File: src/include/ssm_pkg.sv
/*
 * Package for the supply supervisor mode controller: register offsets,
 * field positions, reset values, unit states and settling times.
 * Assumes a 200 MHz system clock and a word-addressed Avalon-MM slave.
 */
// Notes on behaviour
// RL1 - Low-side units in normal mode mask execution 150 us after deep sleep three/four.
// RL2 - Both low-side units off or both full: the wakeup mask lasts only 2 us.
// RL3 - Sub clock from the digital oscillator is never gated on deep-sleep exit.
// RL4 - Software divides main clock by two before sleep, waits cycles before undoing.
// RL5 - Software waits cycles by core level before re-enabling sub-clock modules.
// RL6 - Low-side supervisor full performance gives about 2 us comparator settling.
// RL7 - Low-side supervisor normal mode gives about 150 us comparator settling.
// RL8 - Raising core level with early expiry resets; software picks normal mode first.
// RL9 - Software waits for both delay flags clear before deep sleep two to four.
// RL10 - Low-side supervisor state follows enable, performance, keep-in-sleep and auto control.
// RL11 - Low-side monitor off if disabled; automatic deep sleep steps state down once.
// RL12 - High-side supervisor state follows enable, performance, keep-in-sleep and auto control.
// RL13 - High-side monitor off if disabled; automatic deep sleep steps state down once.
// RL14 - Fast wakeup when low-side supervisor off or full; slow when enabled normal.
// RL15 - Normal low-side supervisor makes deep sleep two to four wakeup slow, 150 us.
// RL16 - Software may add 150 us delay for fast interrupt servicing.
// RL17 - Writing a supervisor control register sets its delay flag until settling elapses.
`default_nettype none

package ssm_pkg;
    // ========================================
    // Timing
    localparam int CLK_MHZ          = 200;
    localparam int T_SLOW_US        = 150;
    localparam int T_FAST_US        = 2;
    localparam int SLOW_CYCLES      = T_SLOW_US * CLK_MHZ;
    localparam int FAST_CYCLES      = T_FAST_US * CLK_MHZ;
    localparam int CNT_W            = 16;
    // ========================================
    // Register offsets (word index)
    localparam logic [3:0] OFS_LOW_CTL   = 4'h0;
    localparam logic [3:0] OFS_HIGH_CTL  = 4'h1;
    localparam logic [3:0] OFS_MODE      = 4'h2;
    localparam logic [3:0] OFS_STATUS    = 4'h3;
    localparam logic [3:0] OFS_IRQ_FLAG  = 4'h4;
    localparam logic [3:0] OFS_IRQ_MASK  = 4'h5;
    // ========================================
    // Control fields (same layout both sides)
    localparam int F_SUP_EN     = 0;
    localparam int F_SUP_KEEP   = 1;
    localparam int F_SUP_FULL   = 2;
    localparam int F_MON_EN     = 3;
    localparam int F_MON_FULL   = 4;
    localparam int F_AUTO       = 5;
    localparam int CTL_W        = 6;
    // Mode register fields
    localparam int F_PWR_LO     = 0;
    localparam int F_SUB_DCO    = 2;
    // Interrupt bits
    localparam int I_LOW_DONE   = 0;
    localparam int I_HIGH_DONE  = 1;
    localparam int I_WAKE_DONE  = 2;
    localparam int IRQ_W        = 3;
    // ========================================
    // Reset values
    localparam logic [CTL_W-1:0] LOW_CTL_RST  = 6'h0_9;
    localparam logic [CTL_W-1:0] HIGH_CTL_RST = 6'h0_9;
    localparam logic [2:0]       MODE_RST     = 3'h0;
    // ========================================
    // Power modes and unit states
    typedef enum logic [1:0] {PM_ACTIVE, PM_LIGHT, PM_DEEP2, PM_DEEP34} ssm_pmode_type;
    typedef enum logic [1:0] {US_OFF, US_NORMAL, US_FULL} ssm_unit_type;
endpackage

`default_nettype wire

File: src/design/ssm_unit_state.sv
/*
 * Works out one side's supervisor and monitor states from its control bits and
 * the power mode. Purely combinational; the caller registers the result.
 */
`default_nettype none

module ssm_unit_state
    import ssm_pkg::*;
(
    input  wire logic [CTL_W-1:0] ctl,
    input  wire logic             deep,
    output logic [1:0]            sup_st,
    output logic [1:0]            mon_st
);
    // ========================================
    // Supervisor
    wire sup_base_full = ctl[F_SUP_FULL];
    wire [1:0] sup_awake = ctl[F_SUP_EN] ? (sup_base_full ? US_FULL : US_NORMAL) : US_OFF;
    wire [1:0] sup_man   = ctl[F_SUP_KEEP] ? sup_awake : US_OFF;
    wire [1:0] sup_auto  = (ctl[F_SUP_EN] && ctl[F_SUP_KEEP] && sup_base_full) ? US_NORMAL : US_OFF;
    assign sup_st = !deep ? sup_awake : (ctl[F_AUTO] ? sup_auto : sup_man);  // see RL10 see RL12
    // ========================================
    // Monitor: automatic deep sleep steps down by one
    wire [1:0] mon_awake = ctl[F_MON_EN] ? (ctl[F_MON_FULL] ? US_FULL : US_NORMAL) : US_OFF;
    wire [1:0] mon_auto  = (mon_awake == US_FULL) ? US_NORMAL : US_OFF;
    assign mon_st = (deep && ctl[F_AUTO]) ? mon_auto : mon_awake;  // see RL11 see RL13
endmodule // ssm_unit_state

`default_nettype wire

File: src/design/ssm_delay_timer.sv
/*
 * Settling delay down-counter with a busy flag. A start pulse loads the
 * count; busy falls when it reaches zero. Same clock as its caller.
 */
`default_nettype none

module ssm_delay_timer
    import ssm_pkg::*;
(
    input  wire logic             clk,
    input  wire logic             srst,
    input  wire logic             start,
    input  wire logic [CNT_W-1:0] load,
    output logic                  busy,
    output logic                  done
);
    logic [CNT_W-1:0] cnt_reg;
    logic             busy_reg;
    logic             done_reg;
    wire              last = busy_reg && (cnt_reg == CNT_W'(1));

    always_ff @(posedge clk) begin
        if (srst) begin
            cnt_reg  <= '0;
            busy_reg <= 1'b0;
            done_reg <= 1'b0;
        end else begin
            done_reg <= last && !start;
            if (start) begin
                cnt_reg  <= load;
                busy_reg <= 1'b1;
            end else if (busy_reg) begin
                cnt_reg  <= cnt_reg - CNT_W'(1);
                busy_reg <= !last;
            end
        end
    end

    assign busy = busy_reg;
    assign done = done_reg;
endmodule // ssm_delay_timer

`default_nettype wire

File: src/design/ssm_supervisor_mode_ctrl.sv
/*
 * Supply supervisor mode controller: control registers over Avalon-MM,
 * unit states per power mode, settling delays with delay flags, wakeup
 * execution mask and sub clock gating. Assumes the power mode and a
 * wakeup pulse come from power logic on the same clock.
 */
`default_nettype none

module ssm_supervisor_mode_ctrl
    import ssm_pkg::*;
(
    input  wire logic        CLK,
    input  wire logic        SRST,
    input  wire logic [3:0]  AVS_ADDRESS,
    input  wire logic        AVS_READ,
    input  wire logic        AVS_WRITE,
    input  wire logic [31:0] AVS_WRITEDATA,
    output logic [31:0]      AVS_READDATA,
    output logic             AVS_WAITREQUEST,
    input  wire logic [1:0]  POWER_MODE,
    input  wire logic        WAKE_EVENT,
    output logic [1:0]       LOW_SUP_STATE,
    output logic [1:0]       LOW_MON_STATE,
    output logic [1:0]       HIGH_SUP_STATE,
    output logic [1:0]       HIGH_MON_STATE,
    output logic             SLOW_WAKEUP,
    output logic             EXEC_MASK,
    output logic             SUB_CLK_GATE,
    output logic             IRQ
);
    // ========================================
    // Registers
    logic [CTL_W-1:0] low_ctl_reg;
    logic [CTL_W-1:0] high_ctl_reg;
    logic [2:0]       mode_reg;
    logic [IRQ_W-1:0] flag_reg;
    logic [IRQ_W-1:0] flag_next;
    logic [IRQ_W-1:0] mask_reg;
    logic [31:0]      rdata_reg;
    logic             ack_reg;
    logic             wait_reg;
    logic [1:0]       pm_s_reg;
    logic             wake_s_reg;
    logic [1:0]       lo_sup_reg;
    logic [1:0]       lo_mon_reg;
    logic [1:0]       hi_sup_reg;
    logic [1:0]       hi_mon_reg;
    logic             slow_reg;
    logic             mask_out_reg;
    logic             gate_reg;
    logic             irq_reg;

    // ========================================
    // Bus decode: one wait cycle per access
    wire req      = (AVS_READ || AVS_WRITE) && !ack_reg;
    wire wr       = AVS_WRITE && ack_reg;
    wire rd       = AVS_READ && ack_reg;
    wire wr_low   = wr && (AVS_ADDRESS == OFS_LOW_CTL);
    wire wr_high  = wr && (AVS_ADDRESS == OFS_HIGH_CTL);
    wire wr_mode  = wr && (AVS_ADDRESS == OFS_MODE);
    wire wr_mask  = wr && (AVS_ADDRESS == OFS_IRQ_MASK);
    wire rd_flag  = rd && (AVS_ADDRESS == OFS_IRQ_FLAG);
    wire [CTL_W-1:0] wr_ctl = AVS_WRITEDATA[CTL_W-1:0];
    // Raising the core level reruns the low-side settling delay
    wire core_raise = wr_mode && (AVS_WRITEDATA[1:0] > mode_reg[1:0]);     // see RL8

    // ========================================
    // Unit states
    wire deep = (pm_s_reg == PM_DEEP2) || (pm_s_reg == PM_DEEP34);
    wire [1:0] lo_sup_w;
    wire [1:0] lo_mon_w;
    wire [1:0] hi_sup_w;
    wire [1:0] hi_mon_w;

    ssm_unit_state u_low (
        .ctl    (low_ctl_reg),
        .deep   (deep),
        .sup_st (lo_sup_w),
        .mon_st (lo_mon_w)
    );

    ssm_unit_state u_high (
        .ctl    (high_ctl_reg),
        .deep   (deep),
        .sup_st (hi_sup_w),
        .mon_st (hi_mon_w)
    );

    // ========================================
    // Settling and wakeup timing
    wire lo_sup_normal = low_ctl_reg[F_SUP_EN] && !low_ctl_reg[F_SUP_FULL];
    wire lo_mon_normal = low_ctl_reg[F_MON_EN] && !low_ctl_reg[F_MON_FULL];
    wire lo_fast_both  = (!low_ctl_reg[F_SUP_EN] && !low_ctl_reg[F_MON_EN])
                      || (low_ctl_reg[F_SUP_FULL] && low_ctl_reg[F_MON_FULL]);
    wire slow_w        = lo_sup_normal;                                     // see RL14 see RL15
    // Normal supervisor settles slowly, full quickly
    function automatic logic [CNT_W-1:0] settle_len(input logic [CTL_W-1:0] c);
        return (c[F_SUP_EN] && !c[F_SUP_FULL]) ? CNT_W'(SLOW_CYCLES) : CNT_W'(FAST_CYCLES);
    endfunction
    // Length follows the value being written, not the one it replaces
    wire [CNT_W-1:0] lo_settle = settle_len(wr_low ? wr_ctl : low_ctl_reg); // see RL6 see RL7
    wire [CNT_W-1:0] hi_settle = settle_len(wr_ctl);
    wire             lo_start  = wr_low || core_raise;                      // see RL8
    // Mixed configuration keeps the long mask; only the two pure cases shorten it
    wire [CNT_W-1:0] wake_len = lo_fast_both ? CNT_W'(FAST_CYCLES) : CNT_W'(SLOW_CYCLES);     // see RL1 see RL2
    wire wake34 = wake_s_reg && (pm_s_reg == PM_DEEP34);
    // Every deep three/four wake is masked; only the length differs
    wire wake_start = wake34;

    wire lo_busy;
    wire hi_busy;
    wire wk_busy;
    wire lo_done;
    wire hi_done;
    wire wk_done;

    ssm_delay_timer u_lo_dly (
        .clk   (CLK),
        .srst  (SRST),
        .start (lo_start),        // see RL17
        .load  (lo_settle),
        .busy  (lo_busy),
        .done  (lo_done)
    );

    ssm_delay_timer u_hi_dly (
        .clk   (CLK),
        .srst  (SRST),
        .start (wr_high),         // see RL17
        .load  (hi_settle),
        .busy  (hi_busy),
        .done  (hi_done)
    );

    ssm_delay_timer u_wk_dly (
        .clk   (CLK),
        .srst  (SRST),
        .start (wake_start),
        .load  (wake_len),
        .busy  (wk_busy),
        .done  (wk_done)
    );

    // Sub clock from the oscillator is never masked on wakeup
    wire gate_w = wk_busy && !mode_reg[F_SUB_DCO];                         // see RL3

    // ========================================
    // Interrupt flags: set wins over read-clear
    wire [IRQ_W-1:0] ev = {wk_done, hi_done, lo_done};
    // Clear only the bits the read returned, so a late event is not lost
    assign flag_next = (flag_reg & ~(rd_flag ? rdata_reg[IRQ_W-1:0] : '0)) | ev;

    wire [31:0] rd_mux =
        (AVS_ADDRESS == OFS_LOW_CTL)  ? {26'h0, low_ctl_reg} :
        (AVS_ADDRESS == OFS_HIGH_CTL) ? {26'h0, high_ctl_reg} :
        (AVS_ADDRESS == OFS_MODE)     ? {29'h0, mode_reg} :
        (AVS_ADDRESS == OFS_STATUS)   ? {20'h0, wk_busy, slow_reg, lo_sup_reg, lo_mon_reg,
                                         hi_sup_reg, hi_mon_reg, hi_busy, lo_busy} :
        (AVS_ADDRESS == OFS_IRQ_FLAG) ? {29'h0, flag_reg} :
        (AVS_ADDRESS == OFS_IRQ_MASK) ? {29'h0, mask_reg} : 32'h0000_0000;

    // ========================================
    // Sequential
    always_ff @(posedge CLK) begin
        if (SRST) begin
            ack_reg   <= 1'b0;
            wait_reg  <= 1'b1;
            rdata_reg <= '0;
        end else begin
            ack_reg   <= req;
            wait_reg  <= !req;
            rdata_reg <= req ? rd_mux : rdata_reg;
        end
    end

    always_ff @(posedge CLK) begin
        if (SRST) begin
            low_ctl_reg  <= LOW_CTL_RST;
            high_ctl_reg <= HIGH_CTL_RST;
            mode_reg     <= MODE_RST;
            mask_reg     <= '0;
            flag_reg     <= '0;
        end else begin
            if (wr_low)  low_ctl_reg  <= AVS_WRITEDATA[CTL_W-1:0];
            if (wr_high) high_ctl_reg <= AVS_WRITEDATA[CTL_W-1:0];
            if (wr_mode) mode_reg     <= AVS_WRITEDATA[2:0];
            if (wr_mask) mask_reg     <= AVS_WRITEDATA[IRQ_W-1:0];
            flag_reg <= flag_next;
        end
    end

    // Power mode and wake come from same-clock logic
    always_ff @(posedge CLK) begin
        if (SRST) begin
            pm_s_reg     <= 2'h0;
            wake_s_reg   <= 1'b0;
            lo_sup_reg   <= 2'h0;
            lo_mon_reg   <= 2'h0;
            hi_sup_reg   <= 2'h0;
            hi_mon_reg   <= 2'h0;
            slow_reg     <= 1'b0;
            mask_out_reg <= 1'b0;
            gate_reg     <= 1'b0;
            irq_reg      <= 1'b0;
        end else begin
            pm_s_reg     <= POWER_MODE;
            wake_s_reg   <= WAKE_EVENT;
            lo_sup_reg   <= lo_sup_w;
            lo_mon_reg   <= lo_mon_w;
            hi_sup_reg   <= hi_sup_w;
            hi_mon_reg   <= hi_mon_w;
            slow_reg     <= slow_w;
            mask_out_reg <= wk_busy;
            gate_reg     <= gate_w;
            irq_reg      <= |(flag_next & mask_reg);
        end
    end

    assign AVS_READDATA    = rdata_reg;
    assign AVS_WAITREQUEST = wait_reg;
    assign LOW_SUP_STATE   = lo_sup_reg;
    assign LOW_MON_STATE   = lo_mon_reg;
    assign HIGH_SUP_STATE  = hi_sup_reg;
    assign HIGH_MON_STATE  = hi_mon_reg;
    assign SLOW_WAKEUP     = slow_reg;
    assign EXEC_MASK       = mask_out_reg;
    assign SUB_CLK_GATE    = gate_reg;
    assign IRQ             = irq_reg;

    // ========================================
    // Assertions
    a_low_flag_set: assert property (@(posedge CLK) disable iff (SRST)
        wr_low |=> lo_busy) else $error("low delay flag not set"); // see RL17
    a_high_flag_set: assert property (@(posedge CLK) disable iff (SRST)
        wr_high |=> hi_busy) else $error("high delay flag not set"); // see RL17
    a_fast_settle: assert property (@(posedge CLK) disable iff (SRST)
        (wr_low && AVS_WRITEDATA[F_SUP_FULL] == 1'b1 && AVS_WRITEDATA[F_SUP_EN])
        ##1 (!wr_low && !wr_high) [*8] |-> lo_busy) else $error("fast settle too short"); // see RL6
    a_slow_settle: assert property (@(posedge CLK) disable iff (SRST)
        wr_low && AVS_WRITEDATA[F_SUP_EN] && !AVS_WRITEDATA[F_SUP_FULL]
        |-> lo_settle == CNT_W'(SLOW_CYCLES)) else $error("settle load wrong"); // see RL7
    a_wake_mask_len: assert property (@(posedge CLK) disable iff (SRST)
        wake_start && (lo_sup_normal || lo_mon_normal) |-> wake_len == CNT_W'(SLOW_CYCLES))
        else $error("wake mask length wrong"); // see RL1
    a_wake_mask_short: assert property (@(posedge CLK) disable iff (SRST)
        wake_start && !low_ctl_reg[F_SUP_EN] && !low_ctl_reg[F_MON_EN] |-> wake_len == CNT_W'(FAST_CYCLES))
        else $error("wake mask not short"); // see RL2
    a_core_raise: assert property (@(posedge CLK) disable iff (SRST)
        core_raise |=> lo_busy) else $error("core raise without settling"); // see RL8
    a_mask_follow: assert property (@(posedge CLK) disable iff (SRST)
        wake_start |=> ##1 EXEC_MASK) else $error("exec mask not raised"); // see RL2
    a_sub_ungated: assert property (@(posedge CLK) disable iff (SRST)
        mode_reg[F_SUB_DCO] && $past(mode_reg[F_SUB_DCO]) |-> !SUB_CLK_GATE)
        else $error("sub clock gated from oscillator"); // see RL3
    a_slow_wake: assert property (@(posedge CLK) disable iff (SRST)
        lo_sup_normal |=> SLOW_WAKEUP) else $error("slow wakeup not flagged"); // see RL14
    a_low_sup_off: assert property (@(posedge CLK) disable iff (SRST)
        !low_ctl_reg[F_SUP_EN] |=> LOW_SUP_STATE == US_OFF) else $error("low supervisor not off"); // see RL10
    a_mon_auto: assert property (@(posedge CLK) disable iff (SRST)
        deep && high_ctl_reg[F_AUTO] && high_ctl_reg[F_MON_EN] && !high_ctl_reg[F_MON_FULL]
        |=> HIGH_MON_STATE == US_OFF) else $error("high monitor not off"); // see RL13
    a_irq_level: assert property (@(posedge CLK) disable iff (SRST)
        IRQ |-> $past(|(flag_next & mask_reg))) else $error("irq without cause");

    c_low_write: cover property (@(posedge CLK) wr_low ##[1:500] lo_done);
    c_wake: cover property (@(posedge CLK) wake_start ##1 wk_busy);
    c_irq: cover property (@(posedge CLK) !IRQ ##1 IRQ);
    c_deep: cover property (@(posedge CLK) deep && LOW_SUP_STATE == US_NORMAL);
endmodule // ssm_supervisor_mode_ctrl

`default_nettype wire

File: config.mk
export PLATFORM = sky130hd
export DESIGN_NAME = ssm_supervisor_mode_ctrl
export DESIGN_NICKNAME = d
export VERILOG_FILES = /design/src/include/ssm_pkg.sv /design/src/design/ssm_unit_state.sv /design/src/design/ssm_delay_timer.sv /design/src/design/ssm_supervisor_mode_ctrl.sv
export SDC_FILE = /design/constraint.sdc
export NUM_CORES = 1
export LEC_CHECK = 0
export CAP_MARGIN = 20
export CORE_ASPECT_RATIO = 0.9
export CORE_UTILIZATION = 65
export CTS_BUF_LIST = sky130_fd_sc_hd__clkbuf_4
export DETAILED_ROUTE_END_ITERATION = 8
export DONT_BUFFER_PORTS = 1
export PLACE_DENSITY = 0.77
export RECOVER_POWER = 25
export SLEW_MARGIN = 0
export SYNTH_ARGS = -nofsm -noshare
export SYNTH_HDL_FRONTEND = slang
export SYNTH_SLANG_ARGS = --single-unit
File: constraint.sdc
create_clock -name CLK -period 2.05 [get_ports CLK]
set_input_delay 0.1025 -clock CLK [delete_from_list [all_inputs] [get_ports CLK]]
set_output_delay 0.1025 -clock CLK [all_outputs]
set_load 0.005 [all_outputs]
==> flow_summary.json <==
{
  "clk_latency_ns": 0.47,
  "synthMuxAreaShare_pct": 3.68,
  "syn_avg_cell_area_sq_um": 8.68,
  "dpl.hpwl_um": 6830,
  "synth-seq-area-share_pct": 44.3,
  "synth-edff-count": 0,
  "peakVddDrop_v": 0.000473,
  "wl_met2_um": 4630,
  "synth_warnings": 0,
  "portBuffers": 0,
  "ios": 88,
  "routedLengthMet1_um": 4470,
  "place_ws_ns": 0.150,
  "yosysTopAreaCell": "dfxtp_1",
  "p_per_area_mw_per_mm2": 665,
  "via_count": 3758,
  "synth_fa_ha_area_share_pct": 2.13,
  "drtIter0Drc": 183,
  "synth_top_family_by_area": "simple AND/OR/NAND/NOR gates",
  "vias_per_cell": 5.72,
  "worst_pin_slew_ns": 1.03,
  "layout-drive-gt1-share_pct": 7.98,
  "comb_power_share_pct": 8.0,
  "slew_headroom_pct": 31.6,
  "pwr-share-clk_pct": 29.5,
  "hp-class": "in2reg",
  "syn_area_sq_mm": 0.00470,
  "ys_seq_elements": 104,
  "slowest_stage": "or4_4",
  "diodes": 0,
  "core_area_sq_mm": 0.00700,
  "rsz0062_at_grt": "false",
  "crit_fanout": 5,
  "max_stage_delay_ns": 0.58,
  "ys.flop_type": "dfxtp_1",
  "grtUsageTotal_pct": 27.4,
  "dr_wl_met3_um": 728,
  "drc": 0,
  "synthXorXnorAreaFrac_pct": 8.02,
  "cts_made_buffers": 9,
  "fin_crit_ns": 1.88,
  "grt_pass1_wl_um": 16000,
  "fp.dieW_um": 91.6,
  "ys_types": 53,
  "antenna_found_initial": 0,
  "rows": 29,
  "slew_viol_final": 0,
  "intPower_mw": 2.45,
  "multi_input_comb_area_sq_mm": 0.00237,
  "wl_per_cell_um": 15.3,
  "synth_area_leaders": "dfxtp_1, xnor2_1, nor2_1",
  "nFillCells": 555,
  "status": "finished, final reports clean",
  "maxUsedRoutingLayer": "met4",
  "finalCritPeriodShare_pct": 91.7,
  "first_pass_iters": 5,
  "grt_max_degree": 48,
  "grt_overflow": 0,
  "clk_transition_reported_paths_ns": 0.16,
  "htreeDepth": 3,
  "crit_chain": "or4_4 > or3_4 > nor4_4 > xnor2_1 > a21oi_2",
  "start_kind": "flip-flop",
  "hold_violations": 0,
  "yosys.area_share.simple_pct": 23.2,
  "max_cap_violations": 0,
  "synth_compound_area_share_pct": 11.5,
  "ff_latch_area_sq_mm": 0.00208,
  "dieArea_sq_mm": 0.00757,
  "layout.nets": 610,
  "root_buffer": "clkbuf_4",
  "die_h_um": 82.6,
  "setup_violations": 0,
  "ant_nets": 0,
  "start_util_pct": 67.1,
  "setup_tns_ns": 0,
  "netlist_instances": 541,
  "area_delta_synth_final_pct": 7.51,
  "clock_sinks": 104,
  "grt_pass1_vias": 3407,
  "routabilityCongestion": 0.918,
  "leakagePower_nw": 1.85,
  "worst-setup-path-type": "reg2reg",
  "p_sw_share_pct": 27.2,
  "arrival_ns": 2.24,
  "worst_slack_ns": 0.170,
  "crit_required_ns": 2.41,
  "synth_commonest_cells": "dfxtp_1, nor2_1, nand2_1",
  "synth.most_common_cell": "dfxtp_1",
  "fmax_mhz": 532,
  "finClkSkew_ns": 0.0213,
  "synthArstFlopShare_pct": 0,
  "clock_path_buffers": 2,
  "cts_tree": "yes",
  "endpoint_kind": "flip-flop",
  "synth_top_area_share_pct": 44.3,
  "power_frac_seq_pct": 62.5,
  "routed_wl_um": 10000,
  "power_switching_mw": 0.913
}
-- cells by family (layout without fill, tap and decap cells) --
kind of cell,count (synthesis),count (layout)
adder cells (fa/ha/maj),8,8
multiplexers,17,17
XOR/XNOR,43,43
AND/OR/NAND/NOR,215,215
flip-flops,104,104
other,1,20
buffers and inverters,63,67
AO/OA/AOI/OAI,90,90
-- through the flow --
step	power, mW	hold slack, ns	cells	util [%]	area, sq um
2_1_floorplan	2.35	0.186	560	-	4770
3_3_place_gp	2.34	0.178	623	67.7	4740
3_5_place_dp	2.35	0.181	623	67.7	4740
4_1_cts	3.39	0.00251	655	71.9	5040
5_1_grt	3.49	0.0292	657	72.1	5050
6_report	3.36	0.0545	657	72.1	5050
-- layout by cell type (no fill, tap or decap), drive strengths merged, types with 3 or more instances in the layout --
cell	Yosys	final
inv	18	22
xnor2	30	30
a211oi	7	7
a21oi	41	41
nor2b	9	9
and3	5	5
dlygate4sd3	0	17
ha	8	8
mux2i	15	15
nand3	17	17
clkinv	0	3
o21ai	18	18
nor3b	4	4
or3	6	6
nor2	68	68
dfxtp	104	104
nand2b	7	7
xor2	13	13
nor4b	4	4
and4	3	3
or4	3	3
a22oi	11	11
nor3	21	21
nand2	46	46
clkbuf	15	11
buf	30	14
conb	1	20
nor4	15	15
-- cell type report --
class / count / area share (%)
Multi-Input combinational cell: 393 / 47.0
Sequential cell: 104 / 41.2
Timing Repair Buffer: 33 / 5.63
Tap cell: 93 / 2.30
Clock buffer: 9 / 1.34
Inverter: 18 / 1.34
Clock inverter: 7 / 1.19
-- repair_timing --
action | 4_1_cts | 5_1_grt
setup endpoints to repair | 0 | 3
endpoints found under the hold margin | 57 | 2
gates resized for setup | 0 | 2
hold buffers | 16 | 2
buffers inserted | 0 | 0
-- metal layers --
layer  global-route usage, %  up-vias
met5                       0        -
met4                    10.5        0
met3                    7.78       23
met2                    46.2      136
met1                    33.7     1740
li1                        -     1859
-- power by group through the flow --
| stage | sequential, mW | clock (mW) | combinational (mW) |
|---|---|---|---|
| floorplan | 2.13 | 0 | 0.216 |
| global placement | 2.14 | 0 | 0.200 |
| detailed placement | 2.14 | 0 | 0.207 |
| CTS | 2.10 | 1.02 | 0.264 |
| global route | 2.11 | 1.09 | 0.295 |
| finish | 2.10 | 0.991 | 0.269 |
-- critical path: cells and delay by family, from the launching register on --
family	cells	cell delay [ns]
simple gates	3	1.17
compound gates	1	0.07
xor+xnor	1	0.17
flops	1	0.38
-- final timing paths --
kind | from | to | slack [ns] | depth (start not counted)
worst min-delay path | AVS_ADDRESS[2] | AVS_READDATA[1]$_SDFFE_PP0P_ | 0.05 | 4
worst max register to register | u_hi_dly.cnt_reg[2]$_SDFFE_PP0P_ | u_hi_dly.cnt_reg[10]$_SDFFE_PP0P_ | 0.17 | 5
worst max-delay path | u_hi_dly.cnt_reg[2]$_SDFFE_PP0P_ | u_hi_dly.cnt_reg[10]$_SDFFE_PP0P_ | 0.17 | 5
worst min register to register | mode_reg[0]$_SDFFE_PP0P_ | mode_reg[0]$_SDFFE_PP0P_ | 0.50 | 2
(Power assumes the default switching activity.)
